===== src/core/byte_fifo_pkg.sv =====
// Constants shared by the byte FIFO register block and its helpers
//
// Summary of operation
// [RULE1] Depth select bit 7 set gives 255 bytes, clear gives 512 bytes.
// [RULE2] Host changes depth select only after the buffer has been cleared.
// [RULE3] Near-full flag bit 6 is high when depth minus count is within threshold.
// [RULE4] Near-empty flag bit 5 is high when count is within threshold.
// [RULE5] Writing 1 to bit 4 empties the buffer; the bit reads as 0.
// [RULE6] Config bit 2 is threshold bit 8, used only in 512-byte mode.
// [RULE7] Config bits 1:0 show count bits 9:8, read-only, meaningful in 512 mode.
// [RULE8] Threshold register at index 03h holds threshold bits 7:0, read/write.
// [RULE9] Count register at index 04h shows count bits 7:0, reset to 00h.
// [RULE10] Data port write pushes and counts up; read pops and counts down.
// [RULE11] Data port accesses never move the register address pointer.
// [RULE12] Config register at index 02h gathers depth, flags, flush and extensions.
// [RULE13] Rising near-full flag latches a sticky near-full event bit.
// [RULE14] Rising near-empty flag latches a sticky near-empty event bit.
// [RULE15] Write when full is dropped with overflow; read when empty keeps zero.
package byte_fifo_pkg;

  // ----------------------------------------------------------------
  // Register indices and byte addresses
  // ----------------------------------------------------------------
  localparam logic [7:0] IDX_CONFIG  = 8'h02;
  localparam logic [7:0] IDX_THRESH  = 8'h03;
  localparam logic [7:0] IDX_COUNT   = 8'h04;
  localparam logic [7:0] IDX_DATA    = 8'h05;
  localparam logic [7:0] IDX_EVENT   = 8'h06;
  localparam logic [7:0] IDX_MASK    = 8'h07;
  localparam logic [7:0] ADDR_CONFIG = {IDX_CONFIG[5:0], 2'b00};
  localparam logic [7:0] ADDR_THRESH = {IDX_THRESH[5:0], 2'b00};
  localparam logic [7:0] ADDR_COUNT  = {IDX_COUNT[5:0], 2'b00};
  localparam logic [7:0] ADDR_DATA   = {IDX_DATA[5:0], 2'b00};
  localparam logic [7:0] ADDR_EVENT  = {IDX_EVENT[5:0], 2'b00};
  localparam logic [7:0] ADDR_MASK   = {IDX_MASK[5:0], 2'b00};

  // ----------------------------------------------------------------
  // Config register field positions
  // ----------------------------------------------------------------
  localparam int CFG_DEPTH_BIT = 7;
  localparam int CFG_NF_BIT    = 6;
  localparam int CFG_NE_BIT    = 5;
  localparam int CFG_CLEAR_BIT = 4;
  localparam int CFG_TMSB_BIT  = 2;

  // ----------------------------------------------------------------
  // Event register bit positions
  // ----------------------------------------------------------------
  localparam int EVT_W   = 4;
  localparam int EVT_NE  = 0;
  localparam int EVT_NF  = 1;
  localparam int EVT_OVF = 2;
  localparam int EVT_UDF = 3;

  // ----------------------------------------------------------------
  // Sizes and reset values
  // ----------------------------------------------------------------
  localparam int              PTR_W         = 9;
  localparam int              CNT_W         = 10;
  localparam int              MEM_WORDS     = 512;
  localparam logic [9:0]      DEPTH_SMALL   = 10'h0ff;
  localparam logic [9:0]      DEPTH_LARGE   = 10'h200;
  localparam logic            CFG_DEPTH_RST = 1'b0;
  localparam logic            CFG_TMSB_RST  = 1'b0;
  localparam logic [7:0]      THRESH_RST    = 8'h00;
  localparam logic [9:0]      COUNT_RST     = 10'h000;
  localparam logic [3:0]      MASK_RST      = 4'h0;

endpackage


===== src/core/byte_store.sv =====
// Storage array for the byte FIFO with one write and one read port
`timescale 1ns/1ps
`default_nettype none
module byte_store
  import byte_fifo_pkg::*;
(
  // Clock
  input  wire logic             clk,
  // Write side
  input  wire logic             wr_en,
  input  wire logic [PTR_W-1:0] wr_addr,
  input  wire logic [7:0]       wr_data,
  // Read side
  input  wire logic [PTR_W-1:0] rd_addr,
  output logic      [7:0]       rd_data
);

  // No reset on the array: contents only matter once counted in
  logic [7:0] mem [MEM_WORDS];

  // Synchronous write
  always_ff @(posedge clk) begin
    if (wr_en) begin
      mem[wr_addr] <= wr_data;
    end
  end

  // Asynchronous read so the head byte is ready at setup time
  assign rd_data = mem[rd_addr];

endmodule
`default_nettype wire


===== src/core/level_compare.sv =====
// Threshold comparison producing near-full and near-empty levels
`timescale 1ns/1ps
`default_nettype none
module level_compare
  import byte_fifo_pkg::*;
(
  // Configuration
  input  wire logic             depth_sel,
  input  wire logic [7:0]       thr_low,
  input  wire logic             thr_msb,
  // Occupancy
  input  wire logic [CNT_W-1:0] count,
  // Flags
  output logic                  near_full,
  output logic                  near_empty
);

  logic [CNT_W-1:0] depth;
  logic [CNT_W-1:0] level;
  logic [CNT_W-1:0] space;

  // Upper threshold bit only counts in the large mode
  assign depth = depth_sel ? DEPTH_SMALL : DEPTH_LARGE; // [RULE1]
  assign level = {1'b0, thr_msb & ~depth_sel, thr_low}; // [RULE6] [RULE8]
  assign space = depth - count;

  // Count exceeds depth only if depth select is set while more than 255 bytes are held; space then wraps
  assign near_full  = (space <= level); // [RULE3]
  assign near_empty = (count <= level); // [RULE4]

endmodule
`default_nettype wire


===== src/core/rf_frontend_byte_fifo.sv =====
// Byte FIFO with threshold flags, flush and event interrupt behind APB
`timescale 1ns/1ps
`default_nettype none
module rf_frontend_byte_fifo
  import byte_fifo_pkg::*;
(
  // Clock and reset
  input  wire logic        MCLK,
  input  wire logic        RST_B,
  // APB request
  input  wire logic        PSEL,
  input  wire logic        PENABLE,
  input  wire logic        PWRITE,
  input  wire logic [7:0]  PADDR,
  input  wire logic [31:0] PWDATA,
  input  wire logic [3:0]  PSTRB,
  // APB answer
  output logic      [31:0] PRDATA,
  output logic             PREADY,
  output logic             PSLVERR,
  // Status toward the datapath
  output logic             NEAR_FULL,
  output logic             NEAR_EMPTY,
  // Interrupt
  output logic             IRQ
);

  // ----------------------------------------------------------------
  // Types
  // ----------------------------------------------------------------

  // Bus phase tracking, one-hot
  typedef enum logic [1:0] {
    ST_IDLE = 2'b01,
    ST_ACC  = 2'b10
  } bus_state_e;

  // Every flip-flop of the block
  typedef struct packed {
    bus_state_e       st;
    logic [31:0]      prdata;
    logic             pready;
    logic             pslverr;
    logic             irq;
    logic             depth_sel;
    logic             thr_msb;
    logic [7:0]       thr_low;
    logic [CNT_W-1:0] count;
    logic [PTR_W-1:0] wr_ptr;
    logic [PTR_W-1:0] rd_ptr;
    logic [EVT_W-1:0] evt;
    logic [EVT_W-1:0] mask;
    logic             nf_prev;
    logic             ne_prev;
  } state_s;

  // ----------------------------------------------------------------
  // Declarations
  // ----------------------------------------------------------------
  state_s           q_r;
  state_s           q_nxt;
  logic             near_full;
  logic             near_empty;
  logic [7:0]       head_byte;
  logic             push;
  logic             pop;
  logic             flush;
  logic             access;
  logic             wr_ok;
  logic             full;
  logic [CNT_W-1:0] depth;

  // ----------------------------------------------------------------
  // Address decode helpers
  // ----------------------------------------------------------------

  // Word address match; low two bits must be zero
  function automatic logic reg_hit(input logic [7:0] addr,
                                   input logic [7:0] target);
    reg_hit = (addr == target);
  endfunction

  // Any register of the map
  function automatic logic mapped(input logic [7:0] addr);
    if (reg_hit(addr, ADDR_CONFIG)) begin
      mapped = 1'b1;
    end else if (reg_hit(addr, ADDR_THRESH)) begin
      mapped = 1'b1;
    end else if (reg_hit(addr, ADDR_COUNT)) begin
      mapped = 1'b1;
    end else if (reg_hit(addr, ADDR_DATA)) begin
      mapped = 1'b1;
    end else if (reg_hit(addr, ADDR_EVENT)) begin
      mapped = 1'b1;
    end else if (reg_hit(addr, ADDR_MASK)) begin
      mapped = 1'b1;
    end else begin
      mapped = 1'b0;
    end
  endfunction

  // Config word as software sees it
  function automatic logic [7:0] config_word(input state_s s,
                                             input logic nf,
                                             input logic ne);
    logic [7:0] w;
    w = 8'h00;
    w[CFG_DEPTH_BIT] = s.depth_sel;           // [RULE12]
    w[CFG_NF_BIT]    = nf;                    // [RULE3]
    w[CFG_NE_BIT]    = ne;                    // [RULE4]
    w[CFG_CLEAR_BIT] = 1'b0;                  // [RULE5]
    w[CFG_TMSB_BIT]  = s.thr_msb;             // [RULE6]
    w[1:0]           = s.count[CNT_W-1:8];    // [RULE7]
    config_word = w;
  endfunction

  // Read mux; unmapped words read as zero
  function automatic logic [31:0] read_word(input logic [7:0] addr,
                                            input state_s s,
                                            input logic nf,
                                            input logic ne,
                                            input logic [7:0] head);
    logic [31:0] w;
    w = 32'h0000_0000;
    if (reg_hit(addr, ADDR_CONFIG)) begin
      w[7:0] = config_word(s, nf, ne);
    end else if (reg_hit(addr, ADDR_THRESH)) begin
      w[7:0] = s.thr_low;                     // [RULE8]
    end else if (reg_hit(addr, ADDR_COUNT)) begin
      w[7:0] = s.count[7:0];                  // [RULE9]
    end else if (reg_hit(addr, ADDR_DATA)) begin
      // Empty buffer gives zero rather than stale bytes
      w[7:0] = (s.count == COUNT_RST) ? 8'h00 : head;
    end else if (reg_hit(addr, ADDR_EVENT)) begin
      w[EVT_W-1:0] = s.evt;
    end else if (reg_hit(addr, ADDR_MASK)) begin
      w[EVT_W-1:0] = s.mask;
    end
    read_word = w;
  endfunction

  // ----------------------------------------------------------------
  // Helpers
  // ----------------------------------------------------------------

  // Threshold flags from the registered count
  level_compare u_level (
    .depth_sel  (q_r.depth_sel),
    .thr_low    (q_r.thr_low),
    .thr_msb    (q_r.thr_msb),
    .count      (q_r.count),
    .near_full  (near_full),
    .near_empty (near_empty)
  );

  // Byte array; write lands at the tail pointer
  byte_store u_store (
    .clk     (MCLK),
    .wr_en   (push),
    .wr_addr (q_r.wr_ptr),
    .wr_data (PWDATA[7:0]),
    .rd_addr (q_r.rd_ptr),
    .rd_data (head_byte)
  );

  // ----------------------------------------------------------------
  // Occupancy limits
  // ----------------------------------------------------------------

  // Capacity follows the depth select; the array always holds 512
  assign depth = q_r.depth_sel ? DEPTH_SMALL : DEPTH_LARGE; // [RULE1]
  assign full  = (q_r.count >= depth);

  // Completing access phase and a write with its low byte lane enabled
  assign access = PSEL & PENABLE & q_r.pready;
  assign wr_ok  = access & PWRITE & PSTRB[0];

  // Push and pop strobes; full and empty cases are filtered here
  assign push  = wr_ok & reg_hit(PADDR, ADDR_DATA) & ~full;   // [RULE10] [RULE15]
  assign pop   = access & ~PWRITE & reg_hit(PADDR, ADDR_DATA)
                 & (q_r.count != COUNT_RST);                  // [RULE10] [RULE15]
  assign flush = wr_ok & reg_hit(PADDR, ADDR_CONFIG)
                 & PWDATA[CFG_CLEAR_BIT];                     // [RULE5]

  // ----------------------------------------------------------------
  // Next state
  // ----------------------------------------------------------------
  always_comb begin
    q_nxt         = q_r;
    q_nxt.pready  = 1'b0;
    q_nxt.pslverr = 1'b0;

    // Bus phase: answer is prepared during the setup cycle
    case (q_r.st)
      ST_IDLE: begin
        if (PSEL & ~PENABLE) begin
          q_nxt.st      = ST_ACC;
          q_nxt.pready  = 1'b1;
          q_nxt.pslverr = ~mapped(PADDR);
          q_nxt.prdata  = PWRITE ? 32'h0000_0000
                        : read_word(PADDR, q_r, near_full, near_empty, head_byte);
        end
      end
      ST_ACC: begin
        // Ready stands until the master samples it
        if (access) begin
          q_nxt.st = ST_IDLE;
        end else begin
          q_nxt.pready  = q_r.pready;
          q_nxt.pslverr = q_r.pslverr;
        end
      end
      default: begin
        q_nxt.st = ST_IDLE;
      end
    endcase

    // Register writes; the pointer into the map is never stepped
    if (wr_ok) begin
      if (reg_hit(PADDR, ADDR_CONFIG)) begin
        q_nxt.depth_sel = PWDATA[CFG_DEPTH_BIT];  // [RULE1] [RULE12]
        q_nxt.thr_msb   = PWDATA[CFG_TMSB_BIT];   // [RULE6]
      end else if (reg_hit(PADDR, ADDR_THRESH)) begin
        q_nxt.thr_low = PWDATA[7:0];              // [RULE8]
      end else if (reg_hit(PADDR, ADDR_EVENT)) begin
        q_nxt.evt = q_r.evt & ~PWDATA[EVT_W-1:0];
      end else if (reg_hit(PADDR, ADDR_MASK)) begin
        q_nxt.mask = PWDATA[EVT_W-1:0];
      end
    end

    // Pointers and count; a flush overrides any data movement
    if (flush) begin
      q_nxt.count  = COUNT_RST;                   // [RULE5]
      q_nxt.wr_ptr = '0;
      q_nxt.rd_ptr = '0;
    end else if (push) begin
      q_nxt.count  = q_r.count + 10'h001;         // [RULE10]
      q_nxt.wr_ptr = q_r.wr_ptr + 9'h001;         // [RULE11]
    end else if (pop) begin
      q_nxt.count  = q_r.count - 10'h001;         // [RULE10]
      q_nxt.rd_ptr = q_r.rd_ptr + 9'h001;         // [RULE11]
    end

    // Edge history of the level flags
    q_nxt.nf_prev = near_full;
    q_nxt.ne_prev = near_empty;

    // Sticky events are set after the clear so a set always wins
    if (near_full & ~q_r.nf_prev) begin
      q_nxt.evt[EVT_NF] = 1'b1;                   // [RULE13]
    end
    if (near_empty & ~q_r.ne_prev) begin
      q_nxt.evt[EVT_NE] = 1'b1;                   // [RULE14]
    end
    if (wr_ok & reg_hit(PADDR, ADDR_DATA) & full) begin
      q_nxt.evt[EVT_OVF] = 1'b1;                  // [RULE15]
    end
    if (access & ~PWRITE & reg_hit(PADDR, ADDR_DATA)
        & (q_r.count == COUNT_RST)) begin
      q_nxt.evt[EVT_UDF] = 1'b1;                  // [RULE15]
    end

    // Level interrupt from the values about to be stored
    q_nxt.irq = |(q_nxt.evt & q_nxt.mask);
  end

  // ----------------------------------------------------------------
  // State register
  // ----------------------------------------------------------------

  // Empty at reset, so the near-empty history starts high
  always_ff @(posedge MCLK or negedge RST_B) begin
    if (!RST_B) begin
      q_r.st        <= ST_IDLE;
      q_r.prdata    <= 32'h0000_0000;
      q_r.pready    <= 1'b0;
      q_r.pslverr   <= 1'b0;
      q_r.irq       <= 1'b0;
      q_r.depth_sel <= CFG_DEPTH_RST;
      q_r.thr_msb   <= CFG_TMSB_RST;
      q_r.thr_low   <= THRESH_RST;
      q_r.count     <= COUNT_RST;                 // [RULE9]
      q_r.wr_ptr    <= 9'h000;
      q_r.rd_ptr    <= 9'h000;
      q_r.evt       <= 4'h0;
      q_r.mask      <= MASK_RST;
      q_r.nf_prev   <= 1'b0;
      q_r.ne_prev   <= 1'b1;
    end else begin
      q_r <= q_nxt;
    end
  end

  // ----------------------------------------------------------------
  // Outputs, all straight from flip-flops
  // ----------------------------------------------------------------
  assign PRDATA     = q_r.prdata;
  assign PREADY     = q_r.pready;
  assign PSLVERR    = q_r.pslverr;
  assign NEAR_FULL  = q_r.nf_prev;
  assign NEAR_EMPTY = q_r.ne_prev;
  assign IRQ        = q_r.irq;

endmodule
`default_nettype wire


===== config.mk =====
export PLATFORM = sky130hd
export DESIGN_NAME = rf_frontend_byte_fifo
export DESIGN_NICKNAME = d
export VERILOG_FILES = /design/src/core/byte_fifo_pkg.sv /design/src/core/byte_store.sv /design/src/core/level_compare.sv /design/src/core/rf_frontend_byte_fifo.sv
export SDC_FILE = /design/constraint.sdc
export NUM_CORES = 2
export LEC_CHECK = 0
export BUFFER_PORTS_ARGS = -buffer_cell sky130_fd_sc_hd__buf_2
export CAP_MARGIN = 0
export CORE_ASPECT_RATIO = 0.6
export CORE_MARGIN = 2
export CORE_UTILIZATION = 55
export CTS_CLUSTER_SIZE = 20
export DETAILED_ROUTE_END_ITERATION = 10
export HOLD_SLACK_MARGIN = 0.1
export PLACE_DENSITY = 0.71
export SYNTH_ARGS = -nofsm -noshare
export SYNTH_HDL_FRONTEND = slang
export SYNTH_HIERARCHICAL = 1
export SYNTH_SLANG_ARGS = --single-unit
export TNS_END_PERCENT = 100

===== constraint.sdc =====
create_clock -name MCLK -period 4.8 [get_ports MCLK]
set_input_delay 0.24 -clock MCLK [delete_from_list [all_inputs] [get_ports MCLK]]
set_output_delay 0.24 -clock MCLK [all_outputs]
set_load 0.03 [all_outputs]

**Yosys cells after proc, flatten, opt, wreduce, memory -nomap -nowiden**

Memories as Yosys holds them, arrays and structs flattened.
Cells that the tools add are included.

- Bits in registers: 85
- Memory bits (writable): 4096
- Output and inout bits: 37
- Memories: 1

Memories:

| memory | words | bits a word | read ports | clocked after Yosys merged registers in | write ports | RTL line | text |
|---|---|---|---|---|---|---|---|
| u_store.mem | 512 | 8 | 1 | 0 | 1 | byte_store.sv:19 | `logic [7:0] mem [MEM_WORDS];` |

- Add/sub/neg operators: 5
- $lt $le $gt $ge: 3
- Equal/unequal tests: 11
- Multiplexer cells: 41
- Bitwise logic cells: 28
- Reduce and logical (&&, ||, !) cells: 11

Operators by type and width:

| kind | number |
|---|---|
| $mux 8 | 8 |
| $mux 36 | 1 |
| $eq 8x5->1 const B | 4 |
| $mux 10 | 3 |
| $mux 28 | 1 |
| $mux 4 | 7 |
| $mux 9 | 3 |
| $le 10x9->1 | 2 |
| $add 9x1->9 const B | 2 |
| $and 1x1->1 | 17 |
| $eq 8x4->1 const B | 2 |
| $mux 1 | 14 |
| $add 10x1->10 const B | 1 |
| $ge 10x10->1 | 1 |
| $logic_not 10->1 | 1 |
| $reduce_bool 10->1 | 1 |
| $sub 10x1->10 const B | 1 |
| $sub 10x10->10 | 1 |
| $and 4x4->4 | 2 |
| $not 1->1 | 8 |
| $pmux 2 s2 | 2 |
| $reduce_and 2->1 | 4 |
| $mux 2 | 2 |
| $ne 2x2->1 const B | 2 |
| other kinds (8) | 9 |

**Depth between registers and ports, before layout**

- Depth in word-level cells: 12
- Gate-level depth with buffers: 19

**Modules after synthesis**

Netlist, hierarchy kept.

Modules (own cells, without submodules):

| module | times used | cells an instance | area an instance (µm²) | seq. area each (µm²) |
|---|---|---|---|---|
| byte_store | 1 | 8022 | 159767.0 | 122998.0 |
| rf_frontend_byte_fifo | 1 | 413 | 3913.8 | 1529.0 |
| level_compare | 1 | 118 | 890.9 | 0.0 |

**Worst setup path before layout**

OpenSTA, ideal clock, no wires.

- Kind: register to register
- From: register q_r[47] (netlist name)
- To: memory u_store.mem[131][0], enable pin
- Library setup time: 0.370 ns
- Data arrival time: 3.377 ns
- Data required time: 4.430 ns
- Slack: 1.052 ns
- Cell stages (with the launch flop): 12
- Cell sequence: dfrtp_1 > inv_1 > ha_1 > or4_1 > a21oi_1 > o31a_1 > nand2_2 > clkinv_2 > nor3b_1 > nand3_1 > clkbuf_1 > nor2_1

- Longest elaborated chain between the ends: 6

Ends and longest elaborated chain:

| what | RTL line | text |
|---|---|---|
| $mux 10 | rf_frontend_byte_fifo.sv:171 | `assign depth = q_r.depth_sel ? DEPTH_SMALL : DEPTH_LARGE;` |
| $ge 10x10->1 | rf_frontend_byte_fifo.sv:172 | `assign full = (q_r.count >= depth);` |
| $not 1->1 | rf_frontend_byte_fifo.sv:179 | `assign push = wr_ok & reg_hit(PADDR, ADDR_DATA) & ~full;` |
| $and 1x1->1 | rf_frontend_byte_fifo.sv:179 |  |
| via push | rf_frontend_byte_fifo.sv:65 | `logic push;` |
| $mux 1 | byte_store.sv:23 | `if (wr_en) begin` |
| $mux 1 (implied by the code) | byte_store.sv:24 | `mem[wr_addr] <= wr_data;` |
| to (decl) | byte_store.sv:19 |  |

The timed path passes the listed nets, and every way through them passes these cells.

**Worst setup path in the final report**

- From: register q_r[11] (netlist name)
- To: register q_r (netlist bit PRDATA[5])

- Longest elaborated chain between the ends: 7

Ends and longest elaborated chain:

| what | RTL line | text |
|---|---|---|
| from (decl) | rf_frontend_byte_fifo.sv:60 | `state_s q_r;` |
| from (signal assigned) | rf_frontend_byte_fifo.sv:291 | `q_r <= q_nxt;` |
| $mem_v2 512x8 | n/a |  |
| via head_byte[5] | rf_frontend_byte_fifo.sv:64 | `logic [7:0] head_byte;` |
| $mux 8 | rf_frontend_byte_fifo.sv:133 | `w[7:0] = (s.count == COUNT_RST) ? 8'h00 : head;` |
| $mux 4 | rf_frontend_byte_fifo.sv:131 | `end else if (reg_hit(addr, ADDR_DATA)) begin` |
| $mux 8 | rf_frontend_byte_fifo.sv:129 | `end else if (reg_hit(addr, ADDR_COUNT)) begin` |
| $mux 8 | rf_frontend_byte_fifo.sv:127 | `end else if (reg_hit(addr, ADDR_THRESH)) begin` |
| $mux 8 | rf_frontend_byte_fifo.sv:125 | `if (reg_hit(addr, ADDR_CONFIG)) begin` |
| $mux 8 | rf_frontend_byte_fifo.sv:200 | `q_nxt.prdata = PWRITE ? 32'h0000_0000` |

The timed path passes the listed nets, and every way through them passes these cells.
A chain may end at the register's enable or synchronous reset.

==> impl_metrics.yaml <==
outcome:
  outcome: "finished with violations"
  failed_checks: "DRC"
worst_hold_path:
  hold_path_class: "in2reg"
  holdPathStages: 3
  hp-start: "PWRITE"
  worst_hold_path.endpoint: "PRDATA[3]"
setup_path:
  slowest_delay_ns: 1.04
  cp_top_family: "compound AO/OA/AOI/OAI gates"
  critPathBufInv: 3
  path_class: "reg2reg"
  worstSetupEndpointType: "flop"
  reg2regPathDepth: 13
  path_cells: "or2_4, buf_12, buf_4, o221ai_1, o22ai_1, o21ai_0, nand4_1, nand2_1, o2111a_1, buf_12, a32oi_1, o21ai_0, a22o_1"
  crit_arrival_ns: 5.60
  cp_max_fo: 36
  slowest_stage: "o21ai_0"
  r2r_start: "q_r[11]"
  r2r_slack_ns: 0.04
  r2r-end: "PRDATA[5]"
  required_ns: 5.63
  start_kind: "flop"
job:
  cap_violations: 0
placed_design:
  place_congestion: 0.969
  placedCellCount: 12960
  dpl.hpwl_mm: 278
  port_buffers: 34
layout:
  area_growth_pct: 13.4
  fin_nets: 9438
  nFillCells: 20027
  instances_no_fill: 13641
  utilization_pct: 62.7
  drive_gt1_share_pct: 22.6
global_routing:
  grt_pass1_wl_mm: 624
  grt_max_degree: 202
  antenna_found_initial: 19
  grt_pass1_vias: 86570
  track_usage_pct: 28.6
  grt.overflow.total: 0
sta:
  worst_slew_pin_slew_ns: 1.45
  setup_tns_ns: 0
  fin_worst_skew_ns: 0.0517
  min_period_over_period_pct: 99.2
  period_needed_ns: 4.76
  slew_viol_final: 0
  timing.hold.ws_ns: 0.189
  slew_headroom_pct: 3.05
  rsz0062_at_grt: "false"
  fmax_ghz: 0.210
  final-hold-violation-count: 0
  setup_viol: 0
floorplan:
  rows: 155
  core_mm2: 0.297
  die_h_um: 428
  die_x_um: 710
  start_util_pct: 55.3
  boundaryPins: 86
  dieArea_mm2: 0.304
detailed_routing:
  drt_wl_total_mm: 439
  final_antenna_net_count: 0
  routedWlPerCell_um: 32.2
  via_per_inst: 6.66
  drt_iter0_markers: 14712
  first_pass_iters: 9
  vias: 90875
  drc_errors: 4
synthesis:
  synth_area_leaders: "edfxtp_1, mux4_2, mux2i_1"
  synth_edf_count: 4096
  async_reset_ff_share_pct: 1.47
  synth_cells: 8553
  yosysSeqAreaShare_pct: 75.7
  synth-main-ff-cell: "edfxtp_1"
  ys_seq_elements: 4157
  yosys_warnings: 6
  synth_largest_area_cell: "edfxtp_1"
  postSynthAreaPerCell_um2: 19.2
  synth_top_area_share_pct: 74.7
  synth_cell_types: 88
  synth_area_mm2: 0.165
clocking:
  cts.sinks: 4157
  htree_levels: 5
  path_clk_slew_ns: 0.07
  tritoncts.num_buffers: 353
  cts-root-buf: "clkbuf_16"
  tritoncts: "built"
  worstSkewPairLatency_ns: 0.90
  postCtsSetupBuffers: 0
  cts_buffer_depth: 4
pwr:
  vdd_drop_max_mv: 0.369
  leakage_nw: 57.1
  power_density_mw_per_mm2: 374
  fin_total_pwr_mw: 69.8
## worst max-delay path by stage
stage	end	start	cells after the start	slack [ns]
global placement	PRDATA[2]	q_r[11]	13	-0.07
finish	PRDATA[5]	q_r[11]	13	0.04
floorplan	u_store/mem[131][0]	q_r[47]	11	1.05
detailed placement	PRDATA[2]	q_r[11]	13	-0.13
CTS	PRDATA[2]	q_r[11]	13	0.08
global route	PRDATA[6]	q_r[11]	14	0.001
## metrics by stage
stage / cell area [um2] / setup slack (ns)
2_1_floorplan: 165000 / 1.05
3_3_place_gp: 175000 / -0.0750
3_5_place_dp: 175000 / -0.125
4_1_cts: 187000 / 0.0791
5_1_grt: 187000 / 0.00130
6_report: 187000 / 0.0382
## kinds of logic (layout without fill, tap and decap cells)
logic type      after synthesis  after routing  synth area share, %
other cells                   1             34              0.00228
mux                        1470           1470                 13.9
fa+ha+maj                    48             48                0.374
xor+xnor                     23             23                0.122
buf+inv                     595           1647                 2.06
compound gates             1108           1108                 4.73
simple gates               1151           1151                 3.12
flops                      4157           4157                 75.7
## worst min-delay path: cells and delay by family
family / cells / cell delay [ns]
buf+inv: 2 / 0.69
compound gates: 1 / 0.10
## timing repair
action                     in CTS  in global routing
pin swaps                       0                  1
gates resized for setup         2                  6
hold endpoints to repair      685                  0
hold buffers                   29                  0
setup endpoints to repair       2                  6
## cells in the final DEF, fill, tap and decap left out, drive strengths merged, types with 13 or more instances in the layout
cell,synthesis,final
a211oi,21,21
a21oi,216,216
a22oi,71,71
and2,25,25
and3,13,13
buf,290,943
bufinv,0,40
clkbuf,272,438
clkinv,1,134
clkinvlp,0,21
conb,1,24
dfrtp,59,59
dlygate4sd3,0,29
edfxtp,4096,4096
ha,46,46
inv,32,42
mux2,18,18
mux2i,798,798
mux4,654,654
nand2,157,157
nand3,55,55
nand4,45,45
nor2,632,632
nor2b,17,17
nor3,116,116
nor4,41,41
o21ai,155,155
o221ai,373,373
o22ai,165,165
o31ai,18,18
xor2,14,14
## area by class of cell
type	count	area, um2	area share, %
flip-flops and latches	4157	125000	66.7
multi-input cells	3824	37000	19.8
clock buffers	438	9460	5.07
repair buffers	972	8410	4.51
well taps	4003	5010	2.68
clock inverters	204	2040	1.09
inverters	33	133	0.0711
diodes	10	25.0	0.0134
## state kept, by name (all words and copies together), names as in the netlist
name / count
IRQ: 1
q_r: 48
NEAR_FULL: 1
PSLVERR: 1
PREADY: 1
NEAR_EMPTY: 1
u_store/mem: 4096
PRDATA: 8
## routing by layer
| metal | wire, um | track usage (%) |
|---|---|---|
| met5 | 59 | 0 |
| met4 | 10200 | 6.30 |
| met3 | 73500 | 10.9 |
| met2 | 180000 | 38.3 |
| met1 | 175000 | 44.6 |
## where the power goes
group          internal, mW  switching, mW
sequential             39.8        0.00996
combinational         0.114          0.734
clock                  16.2           12.9
## synth_stat cells, drive strengths merged, types with 5 or more instances
| library cell | n |
|---|---|
| a211oi | 21 |
| a21o | 7 |
| a21oi | 216 |
| a22o | 10 |
| a22oi | 71 |
| a31oi | 5 |
| and2 | 25 |
| and3 | 13 |
| buf | 290 |
| clkbuf | 272 |
| dfrtp | 59 |
| edfxtp | 4096 |
| ha | 46 |
| inv | 32 |
| mux2 | 18 |
| mux2i | 798 |
| mux4 | 654 |
| nand2 | 157 |
| nand2b | 10 |
| nand3 | 55 |
| nand4 | 45 |
| nor2 | 632 |
| nor2b | 17 |
| nor3 | 116 |
| nor3b | 10 |
| nor4 | 41 |
| o2111a | 8 |
| o211ai | 6 |
| o21a | 5 |
| o21ai | 155 |
| o221ai | 373 |
| o22ai | 165 |
| o311ai | 7 |
| o31ai | 18 |
| o41ai | 10 |
| or2 | 7 |
| or3 | 10 |
| xnor2 | 9 |
| xor2 | 14 |
Power figures use the tool's default switching activity.
